[src/pkg/apfm_pkg.sv]
// constants, masks and types of the alternate pin function multiplexer
package apfm_pkg;
  localparam int ADDR_W = 8;
  localparam int DATA_W = 32;
  localparam int NPIN   = 16;
  localparam int NBIT   = 14;
  localparam int NFIRST = 8;
  localparam int NCONF  = 7;

  localparam logic [ADDR_W-1:0] OFF_FIRST  = 8'h50;
  localparam logic [ADDR_W-1:0] OFF_SECOND = 8'h54;
  localparam logic [ADDR_W-1:0] OFF_CONF   = 8'hA0;
  localparam logic [ADDR_W-1:0] OFF_PA_DRV = 8'hC0;
  localparam logic [ADDR_W-1:0] OFF_PB_DRV = 8'hC4;
  localparam logic [ADDR_W-1:0] OFF_PD_DRV = 8'hCC;

  localparam logic [DATA_W-1:0] MASK_FIRST  = 32'h6D37_9FE3;
  localparam logic [DATA_W-1:0] MASK_SECOND = 32'h0F3F_0000;
  localparam logic [DATA_W-1:0] MASK_PA_DRV = 32'h0000_0C00;
  localparam logic [DATA_W-1:0] MASK_PB_DRV = 32'h0000_71F0;
  localparam logic [DATA_W-1:0] MASK_PD_DRV = 32'h0000_0F00;
  localparam logic [DATA_W-1:0] RST_ZERO    = 32'h0000_0000;

  localparam logic [1:0] RESP_OKAY   = 2'h0;
  localparam logic [1:0] RESP_SLVERR = 2'h2;

  // route codes: for two-bit pins the code is {alt, primary}, or CODE_RSVD for a reserved combination
  typedef logic [2:0] apfm_code_t;
  localparam apfm_code_t CODE_GPIO = 3'h0;
  localparam apfm_code_t CODE_F01  = 3'h1;
  localparam apfm_code_t CODE_F10  = 3'h2;
  localparam apfm_code_t CODE_F11  = 3'h3;
  localparam apfm_code_t CODE_RSVD = 3'h4;
  localparam apfm_code_t CODE_F00  = 3'h5;

  // pin indices of the route vector
  localparam int P_PB12 = 0;
  localparam int P_PA15 = 1;
  localparam int P_PC3  = 2;
  localparam int P_PC2  = 3;
  localparam int P_PC1  = 4;
  localparam int P_PC0  = 5;
  localparam int P_PB9  = 6;
  localparam int P_PB10 = 7;
  localparam int P_PD5  = 8;
  localparam int P_PD4  = 9;
  localparam int P_PD3  = 10;
  localparam int P_PD2  = 11;
  localparam int P_PD1  = 12;
  localparam int P_PD0  = 13;
  localparam int P_PF3  = 14;
  localparam int P_PF2  = 15;

  // alt bit positions; the first eight sit in the first register
  localparam int ALT_POS [NBIT] = '{10, 9, 8, 7, 6, 5, 1, 0, 21, 20, 19, 18, 17, 16};
  // reserved combinations, bit index is {alt, primary}
  localparam logic [3:0] RSVD_MASK [NBIT] = '{4'h4, 4'h0, 4'h4, 4'h4, 4'h4, 4'h4, 4'h4,
                                             4'h4, 4'h2, 4'h2, 4'h0, 4'h0, 4'h0, 4'h2};
  localparam int PF3_HI = 27;
  localparam int PF3_LO = 26;
  localparam int PF2_HI = 25;
  localparam int PF2_LO = 24;
  localparam logic [1:0] PF_RSVD = 2'h1;
  localparam logic [1:0] PF_F00  = 2'h0;

  typedef struct packed {
    logic [15:0] pa;
    logic [15:0] pb;
    logic [15:0] pd;
  } apfm_drive_t;
endpackage

[src/rtl/apfm_top.sv]
// alternate pin function multiplexer with axi4-lite register slave
//
// The AXI4-Lite slave port was left to the implementer.
`timescale 1ns/10ps
module apfm_top (
  // clock and reset
  input  wire logic                                 mclk,
  input  wire logic                                 rstn,
  // axi4-lite write address and data
  input  wire logic [apfm_pkg::ADDR_W-1:0]          s_axi_awaddr,
  input  wire logic [2:0]                           s_axi_awprot,
  input  wire logic                                 s_axi_awvalid,
  output logic                                      s_axi_awready,
  input  wire logic [apfm_pkg::DATA_W-1:0]          s_axi_wdata,
  input  wire logic [3:0]                           s_axi_wstrb,
  input  wire logic                                 s_axi_wvalid,
  output logic                                      s_axi_wready,
  // axi4-lite write response
  output logic [1:0]                                s_axi_bresp,
  output logic                                      s_axi_bvalid,
  input  wire logic                                 s_axi_bready,
  // axi4-lite read
  input  wire logic [apfm_pkg::ADDR_W-1:0]          s_axi_araddr,
  input  wire logic [2:0]                           s_axi_arprot,
  input  wire logic                                 s_axi_arvalid,
  output logic                                      s_axi_arready,
  output logic [apfm_pkg::DATA_W-1:0]               s_axi_rdata,
  output logic [1:0]                                s_axi_rresp,
  output logic                                      s_axi_rvalid,
  input  wire logic                                 s_axi_rready,
  // primary select bits, one per routed pin, and conflict detectors
  input  wire logic [apfm_pkg::NPIN-1:0]            pin_primary_select,
  input  wire logic [apfm_pkg::NCONF-1:0]           conflict_in,
  // routing and drive strength
  output apfm_pkg::apfm_code_t [apfm_pkg::NPIN-1:0] pin_route,
  output apfm_pkg::apfm_drive_t                     pin_drive
);

  function automatic apfm_pkg::apfm_code_t route_code(input logic alt, input logic prim,
                                                      input logic [3:0] rsvd);
    logic [1:0] idx;
    idx = {alt, prim};
    if (rsvd[idx])
      return apfm_pkg::CODE_RSVD;
    return {1'b0, idx};
  endfunction

  function automatic apfm_pkg::apfm_code_t pf_code(input logic [1:0] fld, input logic prim);
    if (!prim)
      return apfm_pkg::CODE_GPIO;
    if (fld == apfm_pkg::PF_RSVD)
      return apfm_pkg::CODE_RSVD;
    if (fld == apfm_pkg::PF_F00)
      return apfm_pkg::CODE_F00;
    return {1'b0, fld};
  endfunction

  // byte-lane merge; reserved bits are forced to zero
  function automatic logic [31:0] wmerge(input logic [31:0] old, input logic [31:0] nw,
                                         input logic [3:0] strb, input logic [31:0] mask);
    logic [31:0] r;
    r = old;
    for (int b = 0; b < 4; b++) begin
      if (strb[b])
        r[b*8 +: 8] = nw[b*8 +: 8];
    end
    return r & mask;
  endfunction

  // write and read channel holding registers
  logic                          aw_hold_q;
  logic [apfm_pkg::ADDR_W-1:0]   aw_addr_q;
  logic                          w_hold_q;
  logic [apfm_pkg::DATA_W-1:0]   w_data_q;
  logic [3:0]                    w_strb_q;
  logic                          bvalid_q;
  logic [1:0]                    bresp_q;
  logic                          rvalid_q;
  logic [1:0]                    rresp_q;
  logic [apfm_pkg::DATA_W-1:0]   rdata_q;

  // register file
  logic [apfm_pkg::DATA_W-1:0]   first_q;
  logic [apfm_pkg::DATA_W-1:0]   second_q;
  logic [apfm_pkg::DATA_W-1:0]   pa_q;
  logic [apfm_pkg::DATA_W-1:0]   pb_q;
  logic [apfm_pkg::DATA_W-1:0]   pd_q;
  logic [apfm_pkg::NCONF-1:0]    conf_q;
  logic [apfm_pkg::DATA_W-1:0]   first_d;
  logic [apfm_pkg::DATA_W-1:0]   second_d;
  logic [apfm_pkg::DATA_W-1:0]   pa_d;
  logic [apfm_pkg::DATA_W-1:0]   pb_d;
  logic [apfm_pkg::DATA_W-1:0]   pd_d;

  apfm_pkg::apfm_code_t [apfm_pkg::NPIN-1:0] route_d;
  apfm_pkg::apfm_code_t [apfm_pkg::NPIN-1:0] route_q;
  logic [apfm_pkg::NBIT-1:0]                 alt_bit;

  wire do_write = aw_hold_q && w_hold_q;
  wire ar_take  = s_axi_arvalid && s_axi_arready;

  // write decode
  wire ws_first  = aw_addr_q == apfm_pkg::OFF_FIRST;
  wire ws_second = aw_addr_q == apfm_pkg::OFF_SECOND;
  wire ws_conf   = aw_addr_q == apfm_pkg::OFF_CONF;
  wire ws_pa     = aw_addr_q == apfm_pkg::OFF_PA_DRV;
  wire ws_pb     = aw_addr_q == apfm_pkg::OFF_PB_DRV;
  wire ws_pd     = aw_addr_q == apfm_pkg::OFF_PD_DRV;
  wire ws_hit    = ws_first || ws_second || ws_conf || ws_pa || ws_pb || ws_pd;

  // read decode
  wire rs_first  = s_axi_araddr == apfm_pkg::OFF_FIRST;
  wire rs_second = s_axi_araddr == apfm_pkg::OFF_SECOND;
  wire rs_conf   = s_axi_araddr == apfm_pkg::OFF_CONF;
  wire rs_pa     = s_axi_araddr == apfm_pkg::OFF_PA_DRV;
  wire rs_pb     = s_axi_araddr == apfm_pkg::OFF_PB_DRV;
  wire rs_pd     = s_axi_araddr == apfm_pkg::OFF_PD_DRV;
  wire rs_hit    = rs_first || rs_second || rs_conf || rs_pa || rs_pb || rs_pd;

  // no new write is taken until the response has been accepted
  assign s_axi_awready = !aw_hold_q && !bvalid_q;
  assign s_axi_wready  = !w_hold_q && !bvalid_q;
  assign s_axi_arready = !rvalid_q;
  assign s_axi_bvalid  = bvalid_q;
  assign s_axi_bresp   = bresp_q;
  assign s_axi_rvalid  = rvalid_q;
  assign s_axi_rresp   = rresp_q;
  assign s_axi_rdata   = rdata_q;

  // reserved bits are masked on write so reads give zero
  assign first_d  = (do_write && ws_first)  ?
                    wmerge(first_q, w_data_q, w_strb_q, apfm_pkg::MASK_FIRST) : first_q;
  assign second_d = (do_write && ws_second) ?
                    wmerge(second_q, w_data_q, w_strb_q, apfm_pkg::MASK_SECOND) : second_q;
  assign pa_d     = (do_write && ws_pa) ?
                    wmerge(pa_q, w_data_q, w_strb_q, apfm_pkg::MASK_PA_DRV) : pa_q;
  assign pb_d     = (do_write && ws_pb) ?
                    wmerge(pb_q, w_data_q, w_strb_q, apfm_pkg::MASK_PB_DRV) : pb_q;
  assign pd_d     = (do_write && ws_pd) ?
                    wmerge(pd_q, w_data_q, w_strb_q, apfm_pkg::MASK_PD_DRV) : pd_q;

  // conflict status has no write path at all
  wire [apfm_pkg::DATA_W-1:0] conf_word = {{(apfm_pkg::DATA_W-apfm_pkg::NCONF){1'b0}},
                                           conf_q};
  wire [apfm_pkg::DATA_W-1:0] rd_word =
    rs_first  ? first_q  :
    rs_second ? second_q :
    rs_conf   ? conf_word :
    rs_pa     ? pa_q     :
    rs_pb     ? pb_q     :
    rs_pd     ? pd_q     : apfm_pkg::RST_ZERO;

  // alt bit of each two-bit pin and its route code
  for (genvar i = 0; i < apfm_pkg::NBIT; i++) begin : g_pin
    if (i < apfm_pkg::NFIRST) begin : g_first
      assign alt_bit[i] = first_q[apfm_pkg::ALT_POS[i]];
    end else begin : g_second
      assign alt_bit[i] = second_q[apfm_pkg::ALT_POS[i]];
    end
    assign route_d[i] = route_code(alt_bit[i], pin_primary_select[i], apfm_pkg::RSVD_MASK[i]);
  end
  assign route_d[apfm_pkg::P_PF3] = pf_code(second_q[apfm_pkg::PF3_HI:apfm_pkg::PF3_LO],
                                            pin_primary_select[apfm_pkg::P_PF3]);
  assign route_d[apfm_pkg::P_PF2] = pf_code(second_q[apfm_pkg::PF2_HI:apfm_pkg::PF2_LO],
                                            pin_primary_select[apfm_pkg::P_PF2]);

  // route is registered so decode hazards never reach a peripheral
  assign pin_route = route_q;
  assign pin_drive = '{pa: pa_q[15:0], pb: pb_q[15:0], pd: pd_q[15:0]};

  always_ff @(posedge mclk or negedge rstn) begin
    if (!rstn) begin
      aw_hold_q <= 1'b0;
      aw_addr_q <= '0;
      w_hold_q  <= 1'b0;
      w_data_q  <= apfm_pkg::RST_ZERO;
      w_strb_q  <= 4'h0;
    end else begin
      if (s_axi_awvalid && s_axi_awready) begin
        aw_hold_q <= 1'b1;
        aw_addr_q <= s_axi_awaddr;
      end else if (do_write) begin
        aw_hold_q <= 1'b0;
      end
      if (s_axi_wvalid && s_axi_wready) begin
        w_hold_q <= 1'b1;
        w_data_q <= s_axi_wdata;
        w_strb_q <= s_axi_wstrb;
      end else if (do_write) begin
        w_hold_q <= 1'b0;
      end
    end
  end

  always_ff @(posedge mclk or negedge rstn) begin
    if (!rstn) begin
      bvalid_q <= 1'b0;
      bresp_q  <= apfm_pkg::RESP_OKAY;
    end else if (do_write) begin
      bvalid_q <= 1'b1;
      bresp_q  <= ws_hit ? apfm_pkg::RESP_OKAY : apfm_pkg::RESP_SLVERR;
    end else if (s_axi_bready) begin
      bvalid_q <= 1'b0;
    end
  end

  always_ff @(posedge mclk or negedge rstn) begin
    if (!rstn) begin
      rvalid_q <= 1'b0;
      rresp_q  <= apfm_pkg::RESP_OKAY;
      rdata_q  <= apfm_pkg::RST_ZERO;
    end else if (ar_take) begin
      rvalid_q <= 1'b1;
      rresp_q  <= rs_hit ? apfm_pkg::RESP_OKAY : apfm_pkg::RESP_SLVERR;
      rdata_q  <= rd_word;
    end else if (s_axi_rready) begin
      rvalid_q <= 1'b0;
    end
  end

  always_ff @(posedge mclk or negedge rstn) begin
    if (!rstn) begin
      first_q  <= apfm_pkg::RST_ZERO;
      second_q <= apfm_pkg::RST_ZERO;
      pa_q     <= apfm_pkg::RST_ZERO;
      pb_q     <= apfm_pkg::RST_ZERO;
      pd_q     <= apfm_pkg::RST_ZERO;
      conf_q   <= '0;
      route_q  <= '0;
    end else begin
      first_q  <= first_d;
      second_q <= second_d;
      pa_q     <= pa_d;
      pb_q     <= pb_d;
      pd_q     <= pd_d;
      conf_q   <= conflict_in;
      route_q  <= route_d;
    end
  end

  a_pb12_reserved: assert property (@(posedge mclk) disable iff (!rstn)
    (first_q[10] && !pin_primary_select[apfm_pkg::P_PB12])
      |=> pin_route[apfm_pkg::P_PB12] == apfm_pkg::CODE_RSVD)
    else $error("pb12 reserved combination not flagged");

  a_pa15_clkout: assert property (@(posedge mclk) disable iff (!rstn)
    (first_q[9] && !pin_primary_select[apfm_pkg::P_PA15])
      |=> pin_route[apfm_pkg::P_PA15] == apfm_pkg::CODE_F10)
    else $error("pa15 clock out not routed");

  a_pb10_spi: assert property (@(posedge mclk) disable iff (!rstn)
    (first_q[0] && pin_primary_select[apfm_pkg::P_PB10])
      |=> pin_route[apfm_pkg::P_PB10] == apfm_pkg::CODE_F11)
    else $error("pb10 spi select not routed");

  a_pf3_gpio: assert property (@(posedge mclk) disable iff (!rstn)
    !pin_primary_select[apfm_pkg::P_PF3] |=> pin_route[apfm_pkg::P_PF3] == apfm_pkg::CODE_GPIO)
    else $error("pf3 not gpio with primary bit low");

  a_pf2_i2c: assert property (@(posedge mclk) disable iff (!rstn)
    (pin_primary_select[apfm_pkg::P_PF2] && second_q[25:24] == 2'h2)
      |=> pin_route[apfm_pkg::P_PF2] == apfm_pkg::CODE_F10)
    else $error("pf2 i2c data not routed");

  a_pd5_reserved: assert property (@(posedge mclk) disable iff (!rstn)
    (!second_q[21] && pin_primary_select[apfm_pkg::P_PD5])
      |=> pin_route[apfm_pkg::P_PD5] == apfm_pkg::CODE_RSVD)
    else $error("pd5 reserved combination not flagged");

  a_pd3_spi0: assert property (@(posedge mclk) disable iff (!rstn)
    (!second_q[19] && pin_primary_select[apfm_pkg::P_PD3])
      |=> pin_route[apfm_pkg::P_PD3] == apfm_pkg::CODE_F01)
    else $error("pd3 spi0 output not routed");

  a_conf_read: assert property (@(posedge mclk) disable iff (!rstn)
    (ar_take && rs_conf) |=> (s_axi_rvalid && s_axi_rdata == {25'h0, $past(conf_q)}))
    else $error("conflict status read mismatch");

  a_drive_rsvd: assert property (@(posedge mclk) disable iff (!rstn)
    ((pin_drive.pa & 16'hF3FF) == 16'h0) && ((pin_drive.pb & 16'h8E0F) == 16'h0)
      && ((pin_drive.pd & 16'hF0FF) == 16'h0))
    else $error("reserved drive bit set");

  a_write_route: assert property (@(posedge mclk) disable iff (!rstn)
    (do_write && ws_second && w_strb_q[2] && w_data_q[16] && pin_primary_select[apfm_pkg::P_PD0])
      ##1 pin_primary_select[apfm_pkg::P_PD0]
      |=> pin_route[apfm_pkg::P_PD0] == apfm_pkg::CODE_F11)
    else $error("pd0 route did not follow write");

  a_bresp_timing: assert property (@(posedge mclk) disable iff (!rstn)
    do_write |=> (s_axi_bvalid && !s_axi_awready && !s_axi_wready))
    else $error("write response not raised");

  a_pc3_audio: assert property (@(posedge mclk) disable iff (!rstn)
    (first_q[apfm_pkg::ALT_POS[apfm_pkg::P_PC3]] && pin_primary_select[apfm_pkg::P_PC3])
      |=> pin_route[apfm_pkg::P_PC3] == apfm_pkg::CODE_F11)
    else $error("pc3 audio data out not routed");

  a_pc2_reserved: assert property (@(posedge mclk) disable iff (!rstn)
    (first_q[apfm_pkg::ALT_POS[apfm_pkg::P_PC2]] && !pin_primary_select[apfm_pkg::P_PC2])
      |=> pin_route[apfm_pkg::P_PC2] == apfm_pkg::CODE_RSVD)
    else $error("pc2 reserved combination not flagged");

  a_pb9_reserved: assert property (@(posedge mclk) disable iff (!rstn)
    (first_q[apfm_pkg::ALT_POS[apfm_pkg::P_PB9]] && !pin_primary_select[apfm_pkg::P_PB9])
      |=> pin_route[apfm_pkg::P_PB9] == apfm_pkg::CODE_RSVD)
    else $error("pb9 reserved combination not flagged");

  a_pd4_analog: assert property (@(posedge mclk) disable iff (!rstn)
    (second_q[apfm_pkg::ALT_POS[apfm_pkg::P_PD4]] && pin_primary_select[apfm_pkg::P_PD4])
      |=> pin_route[apfm_pkg::P_PD4] == apfm_pkg::CODE_F11)
    else $error("pd4 analog channel not routed");

  a_pd2_spi2: assert property (@(posedge mclk) disable iff (!rstn)
    (second_q[apfm_pkg::ALT_POS[apfm_pkg::P_PD2]] && !pin_primary_select[apfm_pkg::P_PD2])
      |=> pin_route[apfm_pkg::P_PD2] == apfm_pkg::CODE_F10)
    else $error("pd2 spi2 input not routed");

  a_pd0_reserved: assert property (@(posedge mclk) disable iff (!rstn)
    (!second_q[apfm_pkg::ALT_POS[apfm_pkg::P_PD0]] && pin_primary_select[apfm_pkg::P_PD0])
      |=> pin_route[apfm_pkg::P_PD0] == apfm_pkg::CODE_RSVD)
    else $error("pd0 reserved combination not flagged");

  a_pf3_kbd: assert property (@(posedge mclk) disable iff (!rstn)
    (pin_primary_select[apfm_pkg::P_PF3]
      && second_q[apfm_pkg::PF3_HI:apfm_pkg::PF3_LO] == apfm_pkg::PF_F00)
      |=> pin_route[apfm_pkg::P_PF3] == apfm_pkg::CODE_F00)
    else $error("pf3 keyboard clock not routed");

  a_conf_follow: assert property (@(posedge mclk) disable iff (!rstn)
    $past(rstn) |-> conf_q == $past(conflict_in))
    else $error("conflict status does not follow detectors");

  a_pa_drive_wr: assert property (@(posedge mclk) disable iff (!rstn)
    (do_write && ws_pa && w_strb_q[1]) |=>
      ((pin_drive.pa ^ $past(w_data_q[15:0])) & apfm_pkg::MASK_PA_DRV[15:0]) == 16'h0000)
    else $error("port a drive bits not written");

  a_pb_drive_wr: assert property (@(posedge mclk) disable iff (!rstn)
    (do_write && ws_pb && w_strb_q[1:0] == 2'h3) |=>
      ((pin_drive.pb ^ $past(w_data_q[15:0])) & apfm_pkg::MASK_PB_DRV[15:0]) == 16'h0000)
    else $error("port b drive bits not written");

  a_pd_drive_wr: assert property (@(posedge mclk) disable iff (!rstn)
    (do_write && ws_pd && w_strb_q[1]) |=>
      ((pin_drive.pd ^ $past(w_data_q[15:0])) & apfm_pkg::MASK_PD_DRV[15:0]) == 16'h0000)
    else $error("port d drive bits not written");

  // waits one edge in reset so the very first edge of a run is not judged
  a_reset_zero: assert property (@(posedge mclk)
    (!rstn ##1 !rstn) |-> (pin_route == '0 && pin_drive == '0 && conf_q == '0
      && second_q == apfm_pkg::RST_ZERO && first_q == apfm_pkg::RST_ZERO))
    else $error("register not cleared by reset");

endmodule

[config.mk]
export PLATFORM = sky130hd
export DESIGN_NAME = apfm_top
export DESIGN_NICKNAME = d
export VERILOG_FILES = /design/src/pkg/apfm_pkg.sv /design/src/rtl/apfm_top.sv
export SDC_FILE = /design/constraint.sdc
export NUM_CORES = 1
export LEC_CHECK = 0
export BUFFER_PORTS_ARGS = -buffer_cell sky130_fd_sc_hd__buf_2
export CORE_ASPECT_RATIO = 1.4
export CORE_UTILIZATION = 45
export CTS_CLUSTER_DIAMETER = 120
export DETAILED_ROUTE_END_ITERATION = 10
export PLACE_DENSITY = 0.74
export SETUP_SLACK_MARGIN = 0.15
export SYNTH_ARGS = -nofsm -noshare
export SYNTH_HDL_FRONTEND = slang
export SYNTH_SLANG_ARGS = --single-unit
[constraint.sdc]
create_clock -name mclk -period 1.6 [get_ports mclk]
set_input_delay 0.32 -clock mclk [delete_from_list [all_inputs] [get_ports mclk]]
set_output_delay 0.32 -clock mclk [all_outputs]
set_load 0.03 [all_outputs]
* Yosys cells after proc, flatten, opt, wreduce, memory -nomap -nowiden
Index checks and enable logic that the tools add are counted.
** Word-level totals
- Logic and storage cells :: 213
- Output and inout bits :: 137
- Bits in registers :: 183
- Input port bits :: 88
** Operators by class
- Reductions and logical operators :: 41
- Equality and inequality tests :: 14
- Mux-type cells :: 107
- $lt $le $gt $ge :: 14
** Operator list (number)
- $mux 3 :: 40
- $eq 8x8->1 const B :: 8
- $mux 1 :: 45
- $mux 15 :: 3
- $lt 2x3->1 const B :: 14
- $eq 8x7->1 const B :: 4
- $mux 31 :: 1
- $bmux 1 s2 :: 14
- $mux 28 :: 1
- $reduce_and 2->1 :: 10
- $mux 12 :: 1
- $logic_and 1x1->1 :: 11
- $logic_or 1x1->1 :: 10
- $reduce_bool 2->1 :: 4
- $eq 2x1->1 const B :: 2
- $logic_not 1->1 :: 4
- $logic_not 2->1 :: 2
- $mux 2 :: 2

* Longest topological paths before layout
Gate-level depths: netlist (run 1).
- Word-level depth :: 8
- Gate-level depth with buffers :: 7
- Mapped depth without buffers :: 4

* Least setup slack after synthesis (run 1)
No wires, ideal clock.
- Path type :: reg-to-reg
- From :: reg bvalid_q (netlist: s_axi_bvalid)
- To :: reg w_data_q[0] (netlist bit)
- Arrival time :: 1.871 ns
- Cell stages (with the launch flop) :: 6
- Setup slack :: -0.396 ns
- Setup time :: 0.125 ns
- Cells stage by stage :: dfrtp_1 > nor2_1 > and2_1 > clkbuf_1 > buf_2 > mux2_2
** Between the ends
- Longest elaborated chain between the ends :: 3
** RTL lines
- start: declaration :: line apfm_top.sv:76 : logic bvalid_q;
- start signal: assignment :: line apfm_top.sv:197 : bvalid_q <= 1'b0;
- start signal: assignment :: line apfm_top.sv:200 : bvalid_q <= 1'b1;
- start signal: assignment :: line apfm_top.sv:203 : bvalid_q <= 1'b0;
- $logic_not 1->1 :: line apfm_top.sv:122 : assign s_axi_wready = !w_hold_q && !bvalid_q;
- $logic_and 1x1->1 :: line apfm_top.sv:122
- net s_axi_wready :: line apfm_top.sv:17 : output logic s_axi_wready,
- $logic_and 1x1->1 :: line apfm_top.sv:185 : if (s_axi_wvalid && s_axi_wready) begin
- end signal: assignment :: line apfm_top.sv:176 : w_data_q <= apfm_pkg::RST_ZERO;
- end signal: assignment :: line apfm_top.sv:187 : w_data_q <= s_axi_wdata;
- end: declaration :: line apfm_top.sv:74 : logic [apfm_pkg::DATA_W-1:0] w_data_q;
The timed path passes the listed nets, and every way through them passes these cells.
A chain may end at the register's enable or synchronous reset.

* Worst setup path in the final report (run 1)
- From :: reg aw_addr_q[1] (netlist bit)
- To :: reg first_q[0] (netlist bit)
** Between the ends
- Longest elaborated chain between the ends :: 3
** RTL lines
- start: declaration :: line apfm_top.sv:72 : logic [apfm_pkg::ADDR_W-1:0] aw_addr_q;
- start signal: assignment :: line apfm_top.sv:181 : aw_addr_q <= s_axi_awaddr;
- $eq 8x7->1 :: line apfm_top.sv:103 : wire ws_first = aw_addr_q == apfm_pkg::OFF_FIRST;
- $logic_and 1x1->1 :: line apfm_top.sv:131 : assign first_d = (do_write && ws_first) ?
- $reduce_and 2->1 (no source line)
- end signal: assignment :: line apfm_top.sv:223 : first_q <= apfm_pkg::RST_ZERO;
- end signal: assignment :: line apfm_top.sv:231 : first_q <= first_d;
- end: declaration :: line apfm_top.sv:83 : logic [apfm_pkg::DATA_W-1:0] first_q;
Every way passes these cells.

==> run metrics, run 1 <==
CP startpoint kind=flop; H-Tree Depth=4; Fillers=1055; period utilization=1.13; drt wl/cell=17.5 um; chip width=104 um; design area=9330 um2; min cycle time layout=1.81 ns; GRT Util Overall=0.217; CTS tree=yes; total grt overflow=0; Core Footprint=14100 um2; EDFF count, synth=0; Hold Violations, Final=0; number of global-route vias before repair=4711; gpl congestion=0.831; first-pass GRT wire length=25100 um; maximum vdd drop=0.847 mV; Post-Syn Area=6590 um2; Yosys top cell area share=0.638; final net count=807; die span in y=145 um; DP Area=8050 um2; Iter 0 DRT Violations=125; initial core utilization=0.467; Worst EP required=1.91 ns; via count=4521; XOR/XNOR Fraction of Synth Area=0.00399; critical path peak fanout=5; initial antenna violation count=0; Fmax=552 MHz; row count=51; status=finished with violations; Worst setup EP type=flop; wirelength, routed=16000 um; Die ar.=15100 um2; pre-CTS setup slack=-0.277 ns; RSZ-0062 raised after global routing=true; Synth-to-Final Area Change=41.6%; Pre-antenna DRT Iters=4; root buffer cell=clkbuf_16; clk_lat worst skew=0.42 ns; IO Port Bufs=168; Async SR Flop Fraction=1.00; total power=13600 uW; synth cell count leaders=dfrtp_1 (168), mux2_2 (83), buf_4 (44); Antenna Nets Post-Route=0; Top FF cell, synth=dfrtp_1; worst clock skew=0.00977 ns; yosys synthesis warning count=0; Critical Path AT=2.12 ns; largest net degree at the start of global routing=42; share of layout cells above drive strength 1=0.544; top-count cell post-synth=dfrtp_1; # setup viols final=46; Compound-Gate Fraction of Synth Area=0.0566; Antenna diodes=0; max-cap violation count=0; Mapped Cells=477; Yosys top cell by area=dfrtp_1; worst hold slack=0.0225 ns; synthesized flop and latch total=168; failing checks=negative setup slack; CTS sink count=168; DR vias/cell=4.94; TritonCTS Buffers=17; post-synthesis adder-cell area fraction=0.00380; DR DRC count=0; Min-Delay Path Class=in2reg; Bufs on Longest Clock Path=2; mean area per synthesized cell=13.8 um2; critical path type=reg2reg; Worst-path clk slew=0.07 ns; sequential-to-total area share from yosys stat=0.638; post-route setup slack=-0.210 ns; count of cell types in the netlist=41; leak pwr=0.00490 uW; largest family of logic cells by synthesized area=multiplexers; HPWL after DPL=10800 um; Area contributors post-synth=dfrtp_1 (64%), mux2_2 (14%), buf_4 (5.0%); Slew Limit Fails=0; pwr dens=1450 nW/um2; mux share of post-synthesis cell area=0.142; Post-Synth Simple-Gate Area=0.0878; IO Pins=225
## sequential cells by signal (all words and copies together) (netlist names), 2 cells and up
signal and cells:
first_q 21, second_q 10, pa_q 2, pb_q 8, s_axi_rdata 28, conf_q 7
aw_addr_q 8, pin_route 44, w_strb_q 4, pd_q 4, w_data_q 26
## critical path, cell delays in order (launching register included)
cell and delay [ns]:
dfrtp_1 0.39, or4_4 0.56, nor3_4 0.20, buf_6 0.18, nand2_8 0.07, mux2_4 0.30
## final cells by class
type	instances	area [um2]	area share
well taps	185	231	0.0248
repair buffers	243	1690	0.181
inverters	6	25.0	0.00268
clock inverters	14	181	0.0195
flip-flops and latches	168	4210	0.451
clock buffers	18	429	0.0460
multi-input cells	281	2570	0.275
## layout by cell type (no fill, tap or decap), drive strengths merged, types with 2 or more instances in the layout
cell / n
a21oi: 3
ha: 2
clkinvlp: 3
nor2b: 15
and2: 15
conb: 44
a311oi: 2
and4b: 2
o21ai: 5
nor3: 4
nand4: 2
dfrtp: 168
mux2: 83
dlygate4sd3: 11
a21o: 4
buf: 230
nor2: 9
nand2: 32
nor3b: 3
nand3: 5
clkbuf: 20
a22o: 12
a22oi: 13
nand2b: 3
inv: 13
xor2: 2
and3: 4
bufinv: 3
a221o: 5
nand4b: 2
## worst paths after layout
| check | slack [ns] | cells after the start | to | start |
|---|---|---|---|---|
| setup / recovery | -0.21 | 5 | first_q[0] | aw_addr_q[1] |
| setup reg to reg | -0.21 | 5 | first_q[0] | aw_addr_q[1] |
| hold reg to reg | 0.43 | 0 | pin_route[4] | first_q[9] |
| hold / removal | 0.02 | 1 | pin_route[9] | pin_primary_select[3] |
| min in group asynchronous | 0.39 | 2 | pin_route[0] | rstn |
| max in group asynchronous | 0.64 | 3 | s_axi_rdata[4] | rstn |
## where the power goes
part | switching [uW] | total, uW | internal (uW)
Sequential | 652 | 5640 | 4990
Clock | 1760 | 4260 | 2490
Combinational | 1650 | 3670 | 2020
Total | 4070 | 13600 | 9500
## per-stage QoR
stage	setup TNS, ns	cells	util
2_1_floorplan	-0.820	520	-
3_3_place_gp	-4.34	851	0.571
3_5_place_dp	-5.46	851	0.571
4_1_cts	-4.72	903	0.645
5_1_grt	-9.39	915	0.661
6_report	-7.22	915	0.661
## per-layer routing
metal | vias to the layer above | track usage | routed length (um)
met1 | 2305 | 0.244 | 6240
met4 | 0 | 0.0864 | 311
met5 | - | 0 | 0
met3 | 22 | 0.0404 | 566
met2 | 142 | 0.400 | 8850
li1 | 2052 | - | -
## kinds of logic (layout without fill, tap and decap cells)
logic type / Yosys count / in the layout
AOI/OAI and AO/OA: 48 / 48
xor gates and xnor gates: 3 / 3
adders and majority gates: 2 / 2
buffers and inverters: 72 / 281
DFF: 168 / 168
muxes: 83 / 83
other: 1 / 44
and+or+nand+nor: 100 / 101
## what timing repair did
action,CTS,global route
endpoints found under the setup margin,74,110
hold endpoints to repair,38,3
hold buffers,8,3
pin swaps,23,14
cloned,1,3
resized for setup,71,20
setup buffers,11,6
Note: power is estimated with default switching activity, not from simulation.
==> run 2: changes to the inputs <==
--- a/config.mk
+++ b/config.mk
@@ -12,6 +12,7 @@
 export DETAILED_ROUTE_END_ITERATION = 10
 export PLACE_DENSITY = 0.74
 export SETUP_SLACK_MARGIN = 0.15
+export SKIP_LAST_GASP = 1
 export SYNTH_ARGS = -nofsm -noshare
 export SYNTH_HDL_FRONTEND = slang
 export SYNTH_SLANG_ARGS = --single-unit
==> run 2 against run 1 <==
The flow still finishes with violations (negative setup slack); critical path depth did not move; count of clock-buffer cells in the layout did not move; fmax rose by 0.99%; wire length decreased by 0.28%; first-iteration DRC count rose by 24%; critical endpoint is now first_q[7]; via count is 0.46% higher; highest routed layer unchanged; cell count did not move.
==> run metrics, run 2 (synthesized netlist as in run 1, its figures left out) <==
Reg2Reg Depth=5; commonest non-fill, non-tap cell in the layout=dfrtp_1; total grt overflow=0; max-cap violation count=0; CP Cell Sequence=or4_4 -> nor3_4 -> buf_6 -> nand2_8 -> mux2_2; # setup viols final=46; design area=9280 um2; GRT Util Overall=0.216; Antenna Nets Post-Route=0; pwr dens=1460 nW/um2; CTS sink count=168; Worst setup EP type=flop; CTS tree=yes; IO Port Bufs=168; Hold Path Stages=1; die span in y=145 um; Min-Delay Path Class=in2reg; row count=51; gpl congestion=0.831; min cycle time layout=1.79 ns; Critical Path Max Stage Delay=0.56 ns; max reg flops=44; root buffer cell=clkbuf_16; HPWL after DPL=10800 um; Synth-to-Final Area Change=40.9%; Iter 0 DRT Violations=155; DP Area=8050 um2; CP startpoint kind=flop; critical path type=reg2reg; Core Footprint=14100 um2; IO Pins=225; Critical Path AT=2.09 ns; Bufs on Longest Clock Path=2; clk_lat worst skew=0.42 ns; critical path peak fanout=5; Hold Violations, Final=0; wirelength, routed=15900 um; most frequent cells in the layout=dfrtp_1 (166), buf_2 (163), mux2_4 (48); worst clock skew=0.00930 ns; Antenna diodes=0; H-Tree Depth=4; total power=13500 uW; drt wl/cell=17.4 um; initial antenna violation count=0; period utilization=1.12; share of layout cells above drive strength 1=0.534; leak pwr=0.00486 uW; maximum vdd drop=0.838 mV; post-route setup slack=-0.193 ns; RSZ-0062 raised after global routing=true; Die ar.=15100 um2; largest net degree at the start of global routing=42; final net count=807; status=finished with violations; via count=4542; Worst-path clk slew=0.07 ns; chip width=104 um; number of global-route vias before repair=4737; Pre-antenna DRT Iters=5; slowest stage cell on the critical path=or4_4; DR vias/cell=4.96; Slew Limit Fails=0; Worst EP required=1.90 ns; DR DRC count=0; failing checks=negative setup slack; first-pass GRT wire length=25000 um; Fmax=558 MHz; TritonCTS Buffers=17; initial core utilization=0.467
-- run 2: repair_timing --
action / in CTS / in global routing
pin swaps: 19 / 14
endpoints found under the hold margin: 38 / 3
resized for setup: 56 / 23
cloned: 1 / 3
setup buffers: 11 / 6
hold buffers: 8 / 3
endpoints found under the setup margin: 74 / 113
-- run 2: per-layer routing --
metal	global-route usage	vias to the layer above	routed length, um
met5	0	-	0
met4	0.0921	0	365
met3	0.0404	27	661
met2	0.397	166	8920
met1	0.242	2307	5980
li1	-	2042	-
-- run 2: power by group --
| group | total (uW) | internal (uW) | switching [uW] |
|---|---|---|---|
| Clock | 4260 | 2490 | 1760 |
| Combinational | 3650 | 2010 | 1640 |
| Sequential | 5620 | 4990 | 628 |
-- run 2: final timing paths --
kind	endpoint	slack, ns	startpoint
min in group asynchronous	pin_route[0]	0.39	rstn
worst max-delay path	first_q[7]	-0.19	aw_addr_q[1]
max in group asynchronous	w_data_q[4]	0.64	rstn
worst max register to register	first_q[7]	-0.19	aw_addr_q[1]
worst min register to register	pin_route[37]	0.41	second_q[17]
worst min-delay path	pin_route[9]	0.02	pin_primary_select[3]
-- run 2: layout make-up --
cell class                      count  area [um2]
Clock buffer                       18         429
Clock inverter                     14         181
Fill cell                        1061        4820
Inverter                            6        25.0
Multi-Input combinational cell    281        2520
Sequential cell                   168        4210
Tap cell                          185         231
Timing Repair Buffer              243        1690
-- run 2: worst max-delay path: cells and delay by family (launching register included) --
family                 cells  cell delay (ns)
muxes                      1             0.29
and+or+nand+nor            3             0.82
buffers and inverters      1             0.17
DFF                        1             0.38
-- run 2: metrics by stage --
stage | std cells | setup WS [ns] | hold WS, ns | util | setup TNS [ns]
floorplan | 520 | -0.0500 | 0.0244 | - | -0.820
global placement | 851 | -0.228 | 0.260 | 0.571 | -4.34
detailed placement | 851 | -0.277 | 0.263 | 0.571 | -5.46
CTS | 903 | -0.200 | 0.0000150 | 0.642 | -4.72
global route | 915 | -0.271 | 0.0131 | 0.658 | -9.29
finish | 915 | -0.193 | 0.0239 | 0.658 | -6.33
